[config.mk]
export PLATFORM = sky130hd
export DESIGN_NAME = flc_ctrl
export DESIGN_NICKNAME = d
export VERILOG_FILES = /design/src/common/flc_pkg.sv /design/src/flc_ctrl.sv /design/src/flc_sync.sv
export VERILOG_INCLUDE_DIRS = /design/src /design/src/common
export SDC_FILE = /design/constraint.sdc
export NUM_CORES = 1
export LEC_CHECK = 0
export ABC_AREA = 0
export BUFFER_PORTS_ARGS = -buffer_cell sky130_fd_sc_hd__buf_4
export CAP_MARGIN = 15
export CORE_MARGIN = 2
export CORE_UTILIZATION = 55
export CTS_CLUSTER_DIAMETER = 200
export DETAILED_ROUTE_END_ITERATION = 16
export PLACE_DENSITY_LB_ADDON = 0.12
export SYNTH_ARGS = -nofsm -noshare
export SYNTH_HDL_FRONTEND = slang
export SYNTH_SLANG_ARGS = --single-unit
[constraint.sdc]
create_clock -name clock -period 3.9 [get_ports clock]
set_input_delay 0.78 -clock clock [delete_from_list [all_inputs] [get_ports clock]]
set_output_delay 0.78 -clock clock [all_outputs]
set_load 0.05 [all_outputs]
[src/common/flc_map.svh]
`ifndef FLC_MAP_SVH
`define FLC_MAP_SVH

// ********************
// Register offsets
// ********************
`define FLC_OFS_CTRL        8'h00
`define FLC_OFS_ADDR        8'h04
`define FLC_OFS_STATUS      8'h08
`define FLC_OFS_DATA        8'h0c

// ********************
// Control fields
// ********************
`define FLC_CTRL_OP_LSB     0
`define FLC_CTRL_OP_MSB     2
`define FLC_CTRL_GO         3
`define FLC_CTRL_HV         4

// ********************
// Status fields
// ********************
`define FLC_ST_BUSY         8
`define FLC_ST_SUSP         9
`define FLC_ST_REFUSED      10
`define FLC_ST_RB           11
`define FLC_ST_HV           12

// ********************
// Device status bits
// ********************
`define FLC_SR_READY        7
`define FLC_SR_ERASE_ERR    5
`define FLC_SR_WRITE_ERR    4
`define FLC_SR_SUPPLY_ERR   3
`define FLC_SR_SUSPENDED    2
`define FLC_SR_PROTECT_ERR  1

// ********************
// Reset values
// ********************
`define FLC_RST_SR          8'h80
`define FLC_RST_ADDR        32'h0

// ********************
// Timing
// ********************
`define FLC_CLK_NS          20
`define FLC_T_PULSE_NS      50
`define FLC_T_ACC_NS        120
`define FLC_SYNC_CYC        3
`define FLC_PULSE_CYC       ((`FLC_T_PULSE_NS + `FLC_CLK_NS - 1) / `FLC_CLK_NS)
`define FLC_ACC_CYC         ((`FLC_T_ACC_NS + `FLC_CLK_NS - 1) / `FLC_CLK_NS + `FLC_SYNC_CYC)

`endif

[src/common/flc_pkg.sv]
package flc_pkg;

    // ********************
    // Operations ordered by software
    // ********************
    typedef enum logic [2:0] {
        OP_RD_STATUS,
        OP_CLR_STATUS,
        OP_SUSPEND,
        OP_RESUME,
        OP_SET_BLOCK,
        OP_SET_MASTER,
        OP_CLR_LOCKS,
        OP_RD_ARRAY
    } flc_op_e;

    // ********************
    // Sequencer states
    // ********************
    typedef enum logic [2:0] {
        S_IDLE,
        S_WR,
        S_WR_END,
        S_RD,
        S_RD_END
    } flc_st_e;

    typedef logic [7:0] flc_byte_t;

endpackage : flc_pkg

[src/flc_ctrl.sv]
// Notes on behaviour
// Device halts program at an algorithm point
// Suspended: ready and suspended bits, pin high
// After suspend, reads return status
// Only read array, status, resume while suspended
// Resume continues program, clears both bits
// After resume, reads return status
// Keep reset pin level while suspended
// Block locks gate program; master gates locks
// Block lock needs master clear or high voltage
// Master lock needs high voltage on reset pin
// Lock is setup then confirm at address
// Lock runs, completion via ready bit and pin
// Bad lock sequence sets erase and write errors
// Clear locks clears all blocks at once
// Clear locks fails under master lock, no override; the bench flash model clears them with high voltage
// Clear locks at low supply sets supply error
// Bad clear sequence sets write and erase errors
// Status mode stays after clear locks
// Aborted clear leaves locks undefined; repeat it
// Master lock can never be cleared
// Locked block refused unless high voltage
// Check erase error after clear, then clear status
// Bit two reports write suspended
// Error bits cleared only by clear status
// Command codes are configurable constants
//
// The implementer's own choices: the APB interface to the registers and the register addresses.
`include "flc_map.svh"

module flc_ctrl
    import flc_pkg::*;
#(
    parameter int        ADDR_W       = 20,
    parameter flc_byte_t CODE_RD_ST   = 8'h70,
    parameter flc_byte_t CODE_CLR_ST  = 8'h50,
    parameter flc_byte_t CODE_RD_ARR  = 8'hff,
    parameter flc_byte_t CODE_SUSPEND = 8'hb0,
    parameter flc_byte_t CODE_RESUME  = 8'hd0,
    parameter flc_byte_t CODE_LOCK    = 8'h60,
    parameter flc_byte_t CODE_BLK_CNF = 8'h01,
    parameter flc_byte_t CODE_MST_CNF = 8'hf1,
    parameter flc_byte_t CODE_CLR_CNF = 8'hd0
) (
    // Clock and reset
    input  wire logic              clock,
    input  wire logic              rst_n,
    input  wire logic              clk_en,
    // APB slave
    input  wire logic              psel,
    input  wire logic              penable,
    input  wire logic              pwrite,
    input  wire logic [7:0]        paddr,
    input  wire logic [31:0]       pwdata,
    output logic      [31:0]       prdata,
    output logic                   pready,
    output logic                   pslverr,
    // Flash pins
    output logic      [ADDR_W-1:0] fl_addr,
    output logic      [7:0]        fl_dq_out,
    output logic                   fl_dq_oe,
    input  wire logic [7:0]        fl_dq_in,
    output logic                   fl_ce_n,
    output logic                   fl_oe_n,
    output logic                   fl_we_n,
    output logic                   fl_rp_n,
    output logic                   fl_rp_hv,
    input  wire logic              ready_busy_out
);

    localparam logic [7:0] PULSE_CYC = 8'(`FLC_PULSE_CYC);
    localparam logic [7:0] ACC_CYC   = 8'(`FLC_ACC_CYC);

    if (ADDR_W < 1 || ADDR_W > 32) begin : g_chk
        $error("flc_ctrl: ADDR_W must lie in 1..32");
    end

    // ********************
    // Pin synchronisers
    // ********************
    logic [7:0] dq_sync;
    logic       rb_sync;

    flc_sync #(.W(8)) u_dq_sync (
        .clock  (clock),
        .rst_n  (rst_n),
        .clk_en (clk_en),
        .pin_in (fl_dq_in),
        .value  (dq_sync)
    );

    flc_sync #(.W(1)) u_rb_sync (
        .clock  (clock),
        .rst_n  (rst_n),
        .clk_en (clk_en),
        .pin_in (ready_busy_out),
        .value  (rb_sync)
    );

    // ********************
    // Command code per step
    // ********************
    function automatic flc_byte_t code_of(input flc_op_e op, input logic [1:0] step);
        flc_byte_t c;
        c = CODE_CLR_ST;
        if (step == 2'd0) begin
            unique case (op)
                OP_RD_STATUS:  c = CODE_RD_ST;
                OP_CLR_STATUS: c = CODE_CLR_ST;
                OP_SUSPEND:    c = CODE_SUSPEND;
                OP_RESUME:     c = CODE_RESUME;
                OP_RD_ARRAY:   c = CODE_RD_ARR;
                OP_SET_BLOCK,
                OP_SET_MASTER,
                OP_CLR_LOCKS:  c = CODE_LOCK;
            endcase
        end else if (step == 2'd1) begin
            unique case (op)
                OP_SET_BLOCK:  c = CODE_BLK_CNF;
                OP_SET_MASTER: c = CODE_MST_CNF;
                OP_CLR_LOCKS:  c = CODE_CLR_CNF;
                default:       c = CODE_CLR_ST;
            endcase
        end
        return c;
    endfunction : code_of

    // ********************
    // State
    // ********************
    logic              pready_ff,  nxt_pready;
    logic              pslverr_ff, nxt_pslverr;
    logic [31:0]       prdata_ff,  nxt_prdata;
    flc_op_e           op_ff,      nxt_op;
    logic [ADDR_W-1:0] addr_ff,    nxt_addr;
    logic              hv_ff,      nxt_hv;
    logic              refused_ff, nxt_refused;
    logic              busy_ff,    nxt_busy;
    logic              susp_ff,    nxt_susp;
    flc_byte_t         sr_ff,      nxt_sr;
    flc_byte_t         data_ff,    nxt_data;
    flc_st_e           st_ff,      nxt_st;
    logic [1:0]        step_ff,    nxt_step;
    logic [7:0]        cnt_ff,     nxt_cnt;
    flc_byte_t         dq_out_ff,  nxt_dq_out;
    logic              dq_oe_ff,   nxt_dq_oe;
    logic              ce_n_ff,    nxt_ce_n;
    logic              oe_n_ff,    nxt_oe_n;
    logic              we_n_ff,    nxt_we_n;
    logic              rp_n_ff;

    logic    access;
    logic    two_cycle;
    logic    polled;
    logic    wants_read;
    logic    allowed;
    flc_op_e wr_op;

    always_comb begin
        nxt_pready  = 1'b0;
        nxt_pslverr = 1'b0;
        nxt_prdata  = 32'h0;
        nxt_op      = op_ff;
        nxt_addr    = addr_ff;
        nxt_hv      = hv_ff;
        nxt_refused = refused_ff;
        nxt_busy    = busy_ff;
        nxt_susp    = susp_ff;
        nxt_sr      = sr_ff;
        nxt_data    = data_ff;
        nxt_st      = st_ff;
        nxt_step    = step_ff;
        nxt_cnt     = cnt_ff;
        nxt_dq_out  = dq_out_ff;
        nxt_dq_oe   = dq_oe_ff;
        nxt_ce_n    = ce_n_ff;
        nxt_oe_n    = oe_n_ff;
        nxt_we_n    = we_n_ff;

        wr_op      = flc_op_e'(pwdata[`FLC_CTRL_OP_MSB:`FLC_CTRL_OP_LSB]);
        two_cycle  = (op_ff == OP_SET_BLOCK) || (op_ff == OP_SET_MASTER)
                     || (op_ff == OP_CLR_LOCKS);
        polled     = two_cycle || (op_ff == OP_SUSPEND);
        wants_read = polled || (op_ff == OP_RD_STATUS) || (op_ff == OP_RD_ARRAY);
        // Suspended device takes only read array, read status and resume
        allowed    = !susp_ff || (wr_op == OP_RD_STATUS) || (wr_op == OP_RD_ARRAY)
                     || (wr_op == OP_RESUME);

        // APB access, answered one cycle into the access phase
        access = psel && penable && !pready_ff;
        if (access) begin
            nxt_pready = 1'b1;
            unique case (paddr)
                `FLC_OFS_CTRL: begin
                    nxt_prdata = {27'h0, hv_ff, 1'b0, op_ff};
                    if (pwrite) begin
                        // Reset pin level kept while busy or suspended
                        if (!busy_ff && !susp_ff) begin
                            nxt_hv = pwdata[`FLC_CTRL_HV];
                        end
                        if (pwdata[`FLC_CTRL_GO]) begin
                            if (busy_ff || !allowed) begin
                                nxt_refused = 1'b1;
                            end else begin
                                nxt_refused = 1'b0;
                                nxt_op      = wr_op;
                                nxt_busy    = 1'b1;
                                nxt_step    = 2'd0;
                                nxt_cnt     = 8'h0;
                                nxt_st      = S_WR;
                            end
                        end
                    end
                end
                `FLC_OFS_ADDR: begin
                    nxt_prdata = 32'(addr_ff);
                    if (pwrite && !busy_ff) begin
                        nxt_addr = pwdata[ADDR_W-1:0];
                    end
                end
                `FLC_OFS_STATUS: begin
                    nxt_prdata = 32'h0;
                    nxt_prdata[7:0]             = sr_ff;
                    nxt_prdata[`FLC_ST_BUSY]    = busy_ff;
                    nxt_prdata[`FLC_ST_SUSP]    = susp_ff;
                    nxt_prdata[`FLC_ST_REFUSED] = refused_ff;
                    nxt_prdata[`FLC_ST_RB]      = rb_sync;
                    nxt_prdata[`FLC_ST_HV]      = hv_ff;
                end
                `FLC_OFS_DATA: begin
                    nxt_prdata = {24'h0, data_ff};
                end
                default: begin
                    nxt_pslverr = 1'b1;
                end
            endcase
        end

        // ********************
        // Flash sequencer
        // ********************
        unique case (st_ff)
            S_IDLE: begin
                nxt_ce_n  = 1'b1;
                nxt_oe_n  = 1'b1;
                nxt_we_n  = 1'b1;
                nxt_dq_oe = 1'b0;
            end
            S_WR: begin
                nxt_ce_n   = 1'b0;
                nxt_we_n   = 1'b0;
                nxt_dq_oe  = 1'b1;
                nxt_dq_out = code_of(op_ff, step_ff);
                nxt_cnt    = cnt_ff + 8'h1;
                if (cnt_ff == PULSE_CYC) begin
                    nxt_we_n = 1'b1;
                    nxt_cnt  = 8'h0;
                    nxt_st   = S_WR_END;
                end
            end
            S_WR_END: begin
                nxt_cnt = cnt_ff + 8'h1;
                if (cnt_ff == 8'h0) begin
                    nxt_ce_n  = 1'b1;
                    nxt_dq_oe = 1'b0;
                end
                if (cnt_ff == PULSE_CYC - 8'h1) begin
                    nxt_cnt = 8'h0;
                    if (op_ff == OP_RESUME) begin
                        nxt_susp = 1'b0;
                    end
                    if (step_ff == 2'd0 && two_cycle) begin
                        nxt_step = 2'd1;
                        nxt_st   = S_WR;
                    end else if (step_ff != 2'd2 && wants_read) begin
                        nxt_st = S_RD;
                    end else begin
                        nxt_busy = 1'b0;
                        nxt_st   = S_IDLE;
                    end
                end
            end
            S_RD: begin
                nxt_ce_n = 1'b0;
                nxt_oe_n = 1'b0;
                nxt_cnt  = cnt_ff + 8'h1;
                if (cnt_ff == ACC_CYC) begin
                    nxt_cnt  = 8'h0;
                    nxt_oe_n = 1'b1;
                    nxt_ce_n = 1'b1;
                    if (op_ff == OP_RD_ARRAY) begin
                        nxt_data = dq_sync;
                    end else begin
                        nxt_sr = dq_sync;
                    end
                    nxt_st = S_RD_END;
                end
            end
            S_RD_END: begin
                // Status latch refreshes only on a fresh output-enable edge
                nxt_cnt = cnt_ff + 8'h1;
                if (cnt_ff == PULSE_CYC - 8'h1) begin
                    nxt_cnt = 8'h0;
                    if (polled && !sr_ff[`FLC_SR_READY]) begin
                        nxt_st = S_RD;
                    end else if (op_ff == OP_CLR_LOCKS && sr_ff[`FLC_SR_ERASE_ERR]) begin
                        nxt_step = 2'd2;
                        nxt_st   = S_WR;
                    end else begin
                        if (op_ff == OP_SUSPEND) begin
                            nxt_susp = sr_ff[`FLC_SR_READY]
                                       && sr_ff[`FLC_SR_SUSPENDED];
                        end
                        nxt_busy = 1'b0;
                        nxt_st   = S_IDLE;
                    end
                end
            end
        endcase
    end

    always_ff @(posedge clock or negedge rst_n) begin
        if (!rst_n) begin
            pready_ff  <= 1'b0;
            pslverr_ff <= 1'b0;
            prdata_ff  <= 32'h0;
            op_ff      <= OP_RD_STATUS;
            addr_ff    <= ADDR_W'(`FLC_RST_ADDR);
            hv_ff      <= 1'b0;
            refused_ff <= 1'b0;
            busy_ff    <= 1'b0;
            susp_ff    <= 1'b0;
            sr_ff      <= `FLC_RST_SR;
            data_ff    <= 8'h0;
            st_ff      <= S_IDLE;
            step_ff    <= 2'd0;
            cnt_ff     <= 8'h0;
            dq_out_ff  <= 8'h0;
            dq_oe_ff   <= 1'b0;
            ce_n_ff    <= 1'b1;
            oe_n_ff    <= 1'b1;
            we_n_ff    <= 1'b1;
            rp_n_ff    <= 1'b0;
        end else if (clk_en) begin
            pready_ff  <= nxt_pready;
            pslverr_ff <= nxt_pslverr;
            prdata_ff  <= nxt_prdata;
            op_ff      <= nxt_op;
            addr_ff    <= nxt_addr;
            hv_ff      <= nxt_hv;
            refused_ff <= nxt_refused;
            busy_ff    <= nxt_busy;
            susp_ff    <= nxt_susp;
            sr_ff      <= nxt_sr;
            data_ff    <= nxt_data;
            st_ff      <= nxt_st;
            step_ff    <= nxt_step;
            cnt_ff     <= nxt_cnt;
            dq_out_ff  <= nxt_dq_out;
            dq_oe_ff   <= nxt_dq_oe;
            ce_n_ff    <= nxt_ce_n;
            oe_n_ff    <= nxt_oe_n;
            we_n_ff    <= nxt_we_n;
            rp_n_ff    <= 1'b1;
        end
    end

    // ********************
    // Outputs
    // ********************
    assign prdata    = prdata_ff;
    assign pready    = pready_ff;
    assign pslverr   = pslverr_ff;
    assign fl_addr   = addr_ff;
    assign fl_dq_out = dq_out_ff;
    assign fl_dq_oe  = dq_oe_ff;
    assign fl_ce_n   = ce_n_ff;
    assign fl_oe_n   = oe_n_ff;
    assign fl_we_n   = we_n_ff;
    assign fl_rp_n   = rp_n_ff;
    assign fl_rp_hv  = hv_ff;

endmodule : flc_ctrl

[src/flc_sync.sv]
module flc_sync
    import flc_pkg::*;
#(
    parameter int W = 1
) (
    // Clock and reset
    input  wire logic         clock,
    input  wire logic         rst_n,
    input  wire logic         clk_en,
    // Pin side
    input  wire logic [W-1:0] pin_in,
    // Filtered value
    output logic      [W-1:0] value
);

    logic [W-1:0] s1_ff;
    logic [W-1:0] s2_ff;
    logic [W-1:0] s3_ff;
    logic [W-1:0] out_ff;
    logic [W-1:0] nxt_out;

    if (W < 1) begin : g_chk
        $error("flc_sync: width must be at least one");
    end

    // A change is taken only once stages two and three agree
    always_comb begin
        nxt_out = (s2_ff == s3_ff) ? s3_ff : out_ff;
    end

    always_ff @(posedge clock or negedge rst_n) begin
        if (!rst_n) begin
            s1_ff  <= '0;
            s2_ff  <= '0;
            s3_ff  <= '0;
            out_ff <= '0;
        end else if (clk_en) begin
            s1_ff  <= pin_in;
            s2_ff  <= s1_ff;
            s3_ff  <= s2_ff;
            out_ff <= nxt_out;
        end
    end

    assign value = out_ff;

endmodule : flc_sync

==> impl_metrics.csv, run 1 <==
group,metric,value,unit
worst_setup_path,path_cells,"buf_4 > or4_4 > nor4_2 > and3_1 > and3_4 > mux2_4",
worst_setup_path,reg2reg_depth,4,
finish,num_antenna_cells,0,
routing,dr.max_layer_used,"met4",
pwr,irDropWorstVdd,0.3814,mV
timing,skew,0.007546,ns
synth,synth_top_area_frac,0.4998,
placement,postPlaceCellArea,6810,µm²
routing,wl_met3,640,µm
synth,ys.flop_type,"dfrtp_1",
worst_hold_path,hold_class,"input port to asynchronous set/reset pin",
synth,synth-seq-area-share,0.5171,
run,drv_cap,0,
worst_setup_path,critPathMaxStageDelay,0.56,ns
placement,gp_congestion,0.8883,
synth,postSynthCellCount,504,
routing,drt-total-wl,13030,µm
clock_tree,post_cts_buffers,0,
synth,yosysTopAreaCell,"dfrtp_1",
timing,tightest_slew,0.9203,ns
clock_tree,cts.clk_slew.worst_paths,0.06,ns
clock_tree,cts_tree,"built",
synth,syn-cell-area,6058,µm²
timing,finalSetupViolations,0,
routing,dr_wl_met2,6750,µm
worst_setup_path,path_max_fanout,20,
pwr,powerDensity,513.6,nW/µm²
floorplanning,chipWidth,109.0,µm
clock_tree,clock-sinks,125,
floorplanning,ios,123,
routing,wl_met1,5509,µm
routing,drt_pass1_iterations,4,
finish,areaGrowthSynthToFinish,22.26,%
routing,drtAntennaViolNets,0,
clock_tree,cts_hold_buf,0,
worst_setup_path,rrSetupSlack,1.39,ns
worst_setup_path,endpoint_kind,"flip-flop",
worst_setup_path,required,4.31,ns
synth,synth_area_leaders,"dfrtp_1 50%, mux2_2 11%, mux2_4 5.2%, inv_1 2.1%, o21ai_0 1.9%",
clock_tree,clock-root-buffer,"clkbuf_8",
grt,grt_pass1_vias,4296,
clock_tree,clock_latency,0.53,ns
clock_tree,cts_buffer_depth,2,
grt,grt_use_total,0.2318,
worst_setup_path,cp-start-kind,"input port",
floorplanning,num_rows,38,
timing,finalMaxSlewViolations,0,
grt,grt_overflow,0,
timing,final.setup.tns,0,ns
synth,synthDistinctLibCells,67,
pwr,power.leakage,3.454,nW
synth,synth-async-reset-ratio,1.000,
worst_setup_path,crit_type,"input port to flip-flop",
finish,drive_gt1_frac,0.3869,
floorplanning,initial_core_util,0.5613,
routing,drc,0,
pwr,finalPower,3.804,mW
finish,fill_cells,787,
placement,dp_hpwl,8846,µm
worst_setup_path,arrival,3.09,ns
finish,design_area,7407,µm²
timing,period_needed,2.678,ns
finish,multi_input_area,2604,µm²
outcome,status,"completed",
worst_setup_path,r2r_end,"data_ff[7]$_DFFE_PN0P_",
synth,avgSynthCellArea,12.02,µm²
grt,grt_pass1_wl,20980,µm
routing,wl_per_cell,17.37,µm
clock_tree,cts_buffers,17,
worst_setup_path,cp_slowest_cell,"or4_4",
grt,antenna_found_initial,0,
routing,vias_per_cell,5.753,
placement,portBuffers,98,
floorplanning,fp.coreArea,10790,µm²
clock_tree,cts-resized-gates,0,
timing,period_share,0.6867,
routing,num_vias,4315,
timing,rsz0062_at_grt,"no",
finish,register_area,3133,µm²
worst_setup_path,r2r_start,"cnt_ff[4]$_DFFE_PN0P_",
finish,final_cells,750,
finish,nNetsFinal,657,
synth,synth_edf_count,0,
timing,fmax,373.4,MHz
placement,placed_cells,719,
clock_tree,htree_levels,4,
timing,finalHoldViolCount,0,
timing,hold_ws,0.2291,ns
routing,dr.first_iter.drc_count,341,
floorplanning,die_area,11870,µm²
synth,yosysWarningCount,0,
floorplanning,fp.dieH,109.0,µm
synth,synth_seq_cells,125,
timing,max_slew_margin,0.3814,
grt,grt_max_degree,85,
[critical path, delay by kind of cell]
kind / cells / cell delay [ns]
and+or+nand+nor: 4 / 1.86
buffers and inverters: 1 / 0.11
muxes: 1 / 0.35
[layer usage]
metal,global-route usage,up-vias
li1,-,1983
met1,0.2924,2197
met2,0.3855,123
met3,0.05738,12
met4,0.08883,0
met5,0,-
[stage by stage]
step	util	setup slack (ns)
floorplan	-	1.218
global placement	0.6310	0.7325
detailed placement	0.6310	0.6568
CTS	0.6863	1.209
global route	0.6863	1.158
finish	0.6863	1.222
[cell families after synthesis]
group / share of synthesized area
simple gates: 0.1088
other cells: 0.0006190
compound gates: 0.1088
fa+ha+maj: 0.009914
mux: 0.1817
flops: 0.5171
buf+inv: 0.05989
xor+xnor: 0.01301
[placed cells by master, fill, tap and decap left out, drive strengths merged, types with 4 or more instances in the layout]
| cell | count |
|---|---|
| nor2 | 17 |
| buf | 101 |
| nand3 | 12 |
| mux4 | 4 |
| inv | 34 |
| a22oi | 9 |
| o22ai | 13 |
| nor3 | 5 |
| a21oi | 15 |
| dfrtp | 121 |
| dfstp | 4 |
| nand2 | 23 |
| and3 | 7 |
| nand2b | 8 |
| o21ai | 30 |
| clkinv | 5 |
| nor2b | 10 |
| conb | 12 |
| nor4 | 7 |
| clkbuf | 20 |
| mux2 | 81 |
| a22o | 10 |
| ha | 4 |
| xor2 | 8 |
[flip-flops by register name (all words and copies together) (netlist names), 2 cells and up]
register	flops
st_ff	3
step_ff	2
op_ff	3
data_ff	8
u_dq_sync.s2_ff	8
u_dq_sync.value	8
u_dq_sync.s1_ff	8
fl_addr	20
fl_dq_out	6
cnt_ff	8
sr_ff	8
prdata	20
u_dq_sync.s3_ff	8
[cells in the mapped netlist (10+ instances only)]
cell,n
dfrtp_1,121
mux2_2,59
inv_1,34
o21ai_0,23
nand2_1,22
mux2_4,21
clkbuf_1,16
a21oi_1,15
buf_4,15
nor2_1,15
o22ai_1,13
nand3_1,12
a22o_1,10
nor2b_1,10
[worst max path at each step]
stage / from / endpoint / slack [ns] / depth (start not counted)
detailed placement: paddr[7] / fl_addr[11]$_DFFE_PN0P_ / 0.66 / 6
global route: paddr[7] / fl_addr[18]$_DFFE_PN0P_ / 1.16 / 6
global placement: paddr[7] / fl_addr[6]$_DFFE_PN0P_ / 0.73 / 6
floorplan: paddr[7] / fl_addr[0]$_DFFE_PN0P_ / 1.22 / 7
finish: paddr[7] / fl_addr[8]$_DFFE_PN0P_ / 1.22 / 6
CTS: paddr[7] / fl_addr[8]$_DFFE_PN0P_ / 1.21 / 6
[layout make-up]
cell class,count,area share
Tap cell,140,0.02365
Multi-Input combinational cell,319,0.3515
Sequential cell,125,0.4230
Clock buffer,20,0.06149
Inverter,34,0.01723
Clock inverter,11,0.01909
Timing Repair Buffer,101,0.1041
[power by group]
group,switching (mW),internal [mW]
clock,0.559,1.02
sequential,0.120,1.42
combinational,0.423,0.263
total,1.10,2.70
Note: power is estimated with default switching activity, not from simulation.
==> run 2: changes to the inputs <==
==> constraint.sdc (replaced) <==
create_clock -name clock -period 2.6 [get_ports clock]
set_input_delay 0.52 -clock clock [delete_from_list [all_inputs] [get_ports clock]]
set_output_delay 0.52 -clock clock [all_outputs]
set_load 0.05 [all_outputs]
==> run 2 against run 1 <==
Wire length increased by 2.3%. Register-to-register slack got worse by 1.1 ns. Sequential power increased by 51%.
==> impl_metrics.csv, run 2 (synthesis gave the netlist of run 1 again) <==
group,metric,value,unit
outcome,status,"completed",
worst_setup_path,path_max_fanout,7,
finish,final_cell_mix,"121 x dfrtp_1, 112 x buf_4, 59 x mux2_2, 34 x inv_1, 23 x o21ai_0",
finish,areaGrowthSynthToFinish,22.95,%
worst_setup_path,critPathMaxStageDelay,0.49,ns
grt,grt_max_degree,126,
floorplanning,die_area,11870,µm²
timing,period_share,0.9019,
timing,max_slew_margin,0.5545,
floorplanning,fp.coreArea,10790,µm²
pwr,p_int,3.781,mW
worst_setup_path,crit_path_end,"cnt_ff[5]$_DFFE_PN0P_",
finish,num_antenna_cells,0,
timing,final.setup.tns,0,ns
worst_setup_path,cp_slowest_cell,"a22oi_2",
routing,drt-total-wl,13320,µm
worst_setup_path,path_cells,"inv_1 > ha_1 > nor4b_1 > nand2_1 > a22oi_2 > o21ai_1 > a22o_1",
grt,grt_util_met3,0.05858,
timing,rsz0062_at_grt,"no",
clock_tree,clock-sinks,125,
clock_tree,cts_buffer_depth,2,
worst_hold_path,hold_class,"input port to asynchronous set/reset pin",
grt,met1_usage,0.2968,
routing,drc,0,
worst_setup_path,r2r_start,"cnt_ff[0]$_DFFE_PN0P_",
timing,finalHoldViolCount,0,
timing,hold_ws,0.06821,ns
floorplanning,fp.dieH,109.0,µm
worst_setup_path,endpoint_kind,"flip-flop",
floorplanning,initial_core_util,0.5613,
timing,period_needed,2.345,ns
pwr,power.leakage,3.491,nW
placement,portBuffers,98,
timing,tightest_slew,0.6682,ns
routing,drt_pass1_iterations,4,
pwr,seqPwrFrac,0.426,
clock_tree,cts.clk_slew.worst_paths,0.06,ns
clock_tree,cts-resized-gates,0,
finish,final_core_util,0.6901,
grt,grt_use_total,0.2370,
pwr,pwr-share-comb,0.192,
timing,fin_ws,0.2551,ns
placement,gp_congestion,0.8738,
grt,antenna_found_initial,0,
finish,nNetsFinal,670,
finish,design_area,7448,µm²
grt,grt_pass1_vias,4361,
placement,postPlaceCellArea,6920,µm²
timing,fmax,426.5,MHz
pwr,irDropWorstVdd,0.5379,mV
finish,fill_cells,814,
routing,dr.first_iter.drc_count,286,
routing,num_vias,4304,
grt,grt_pass1_wl,21530,µm
placement,dp_hpwl,8925,µm
worst_setup_path,crit_type,"flip-flop to flip-flop",
timing,finalMaxSlewViolations,0,
clock_tree,cts_tree,"built",
pwr,p_sw,1.670,mW
floorplanning,chipWidth,109.0,µm
placement,place_ws,0.04163,ns
timing,finalSetupViolations,0,
grt,grt_overflow,0,
clock_tree,cts_buffers,17,
worst_setup_path,required,3.00,ns
clock_tree,cts_hold_buf,0,
pwr,powerDensity,731.9,nW/µm²
worst_setup_path,cp-start-kind,"flip-flop",
timing,skew,0.008423,ns
worst_setup_path,critPathLaunch,"cnt_ff[0]$_DFFE_PN0P_",
worst_setup_path,reg2reg_depth,7,
clock_tree,post_cts_buffers,0,
pwr,switching_share,0.3064,
clock_tree,clock_latency,0.52,ns
pwr,clkPwrFrac,0.382,
run,drv_cap,0,
floorplanning,ios,123,
finish,drive_gt1_frac,0.3965,
clock_tree,clock-root-buffer,"clkbuf_8",
worst_setup_path,r2r_end,"cnt_ff[5]$_DFFE_PN0P_",
clock_tree,htree_levels,4,
floorplanning,num_rows,38,
worst_setup_path,arrival,2.75,ns
routing,vias_per_cell,5.641,
routing,wl_per_cell,17.46,µm
routing,drtAntennaViolNets,0,
worst_setup_path,rrSetupSlack,0.26,ns
finish,final_common_cell,"dfrtp_1",
grt,busiest_layer,"met2",
grt,grt.met2_usage,0.3966,
## run 2: per-layer routing
| metal | routed length (µm) | vias to the layer above |
|---|---|---|
| met5 | 0 | - |
| met4 | 213 | 0 |
| met3 | 655 | 15 |
| met2 | 6945 | 114 |
| met1 | 5505 | 2170 |
| li1 | - | 2005 |
## run 2: worst min path at each step
stage                            end  slack [ns]  cells after the start
2_1_floorplan    busy_ff$_DFFE_PN0P_        0.22                      0
3_3_place_gp     fl_rp_n$_DFFE_PN0P_        0.45                      1
3_5_place_dp     fl_rp_n$_DFFE_PN0P_        0.46                      1
4_1_cts        cnt_ff[2]$_DFFE_PN0P_        0.12                      2
5_1_grt        cnt_ff[2]$_DFFE_PN0P_        0.16                      2
6_report       cnt_ff[0]$_DFFE_PN0P_        0.07                      2
## run 2: through the flow
stage / instances / total power [mW]
floorplan: 515 / 3.065
CTS: 763 / 5.491
detailed placement: 732 / 3.393
global route: 763 / 5.709
global placement: 732 / 3.358
finish: 763 / 5.452
## run 2: power by group through the flow
stage               sequential (mW)  combinational [mW]  clock (mW)
finish                         2.32                1.05        2.08
global route                   2.35                1.14        2.21
CTS                            2.32                1.05        2.12
detailed placement             2.35                1.04           0
global placement               2.34                1.02           0
floorplan                      2.45               0.614           0
## run 2: layout make-up
| class | instances | area (µm²) | area share |
|---|---|---|---|
| flip-flops and latches | 125 | 3133 | 0.4206 |
| inverters | 34 | 127.6 | 0.01713 |
| repair buffers | 114 | 880.8 | 0.1183 |
| multi-input cells | 319 | 2604 | 0.3496 |
| clock inverters | 9 | 65.06 | 0.008735 |
| clock buffers | 22 | 462.9 | 0.06215 |
| well taps | 140 | 175.2 | 0.02352 |
## run 2: critical path, delay by kind of cell (launching register included)
kind | cells | cell delay [ns]
adders and majority gates | 1 | 0.20
buffers and inverters | 1 | 0.13
AOI/OAI and AO/OA | 3 | 0.90
DFF | 1 | 0.42
and+or+nand+nor | 2 | 0.58
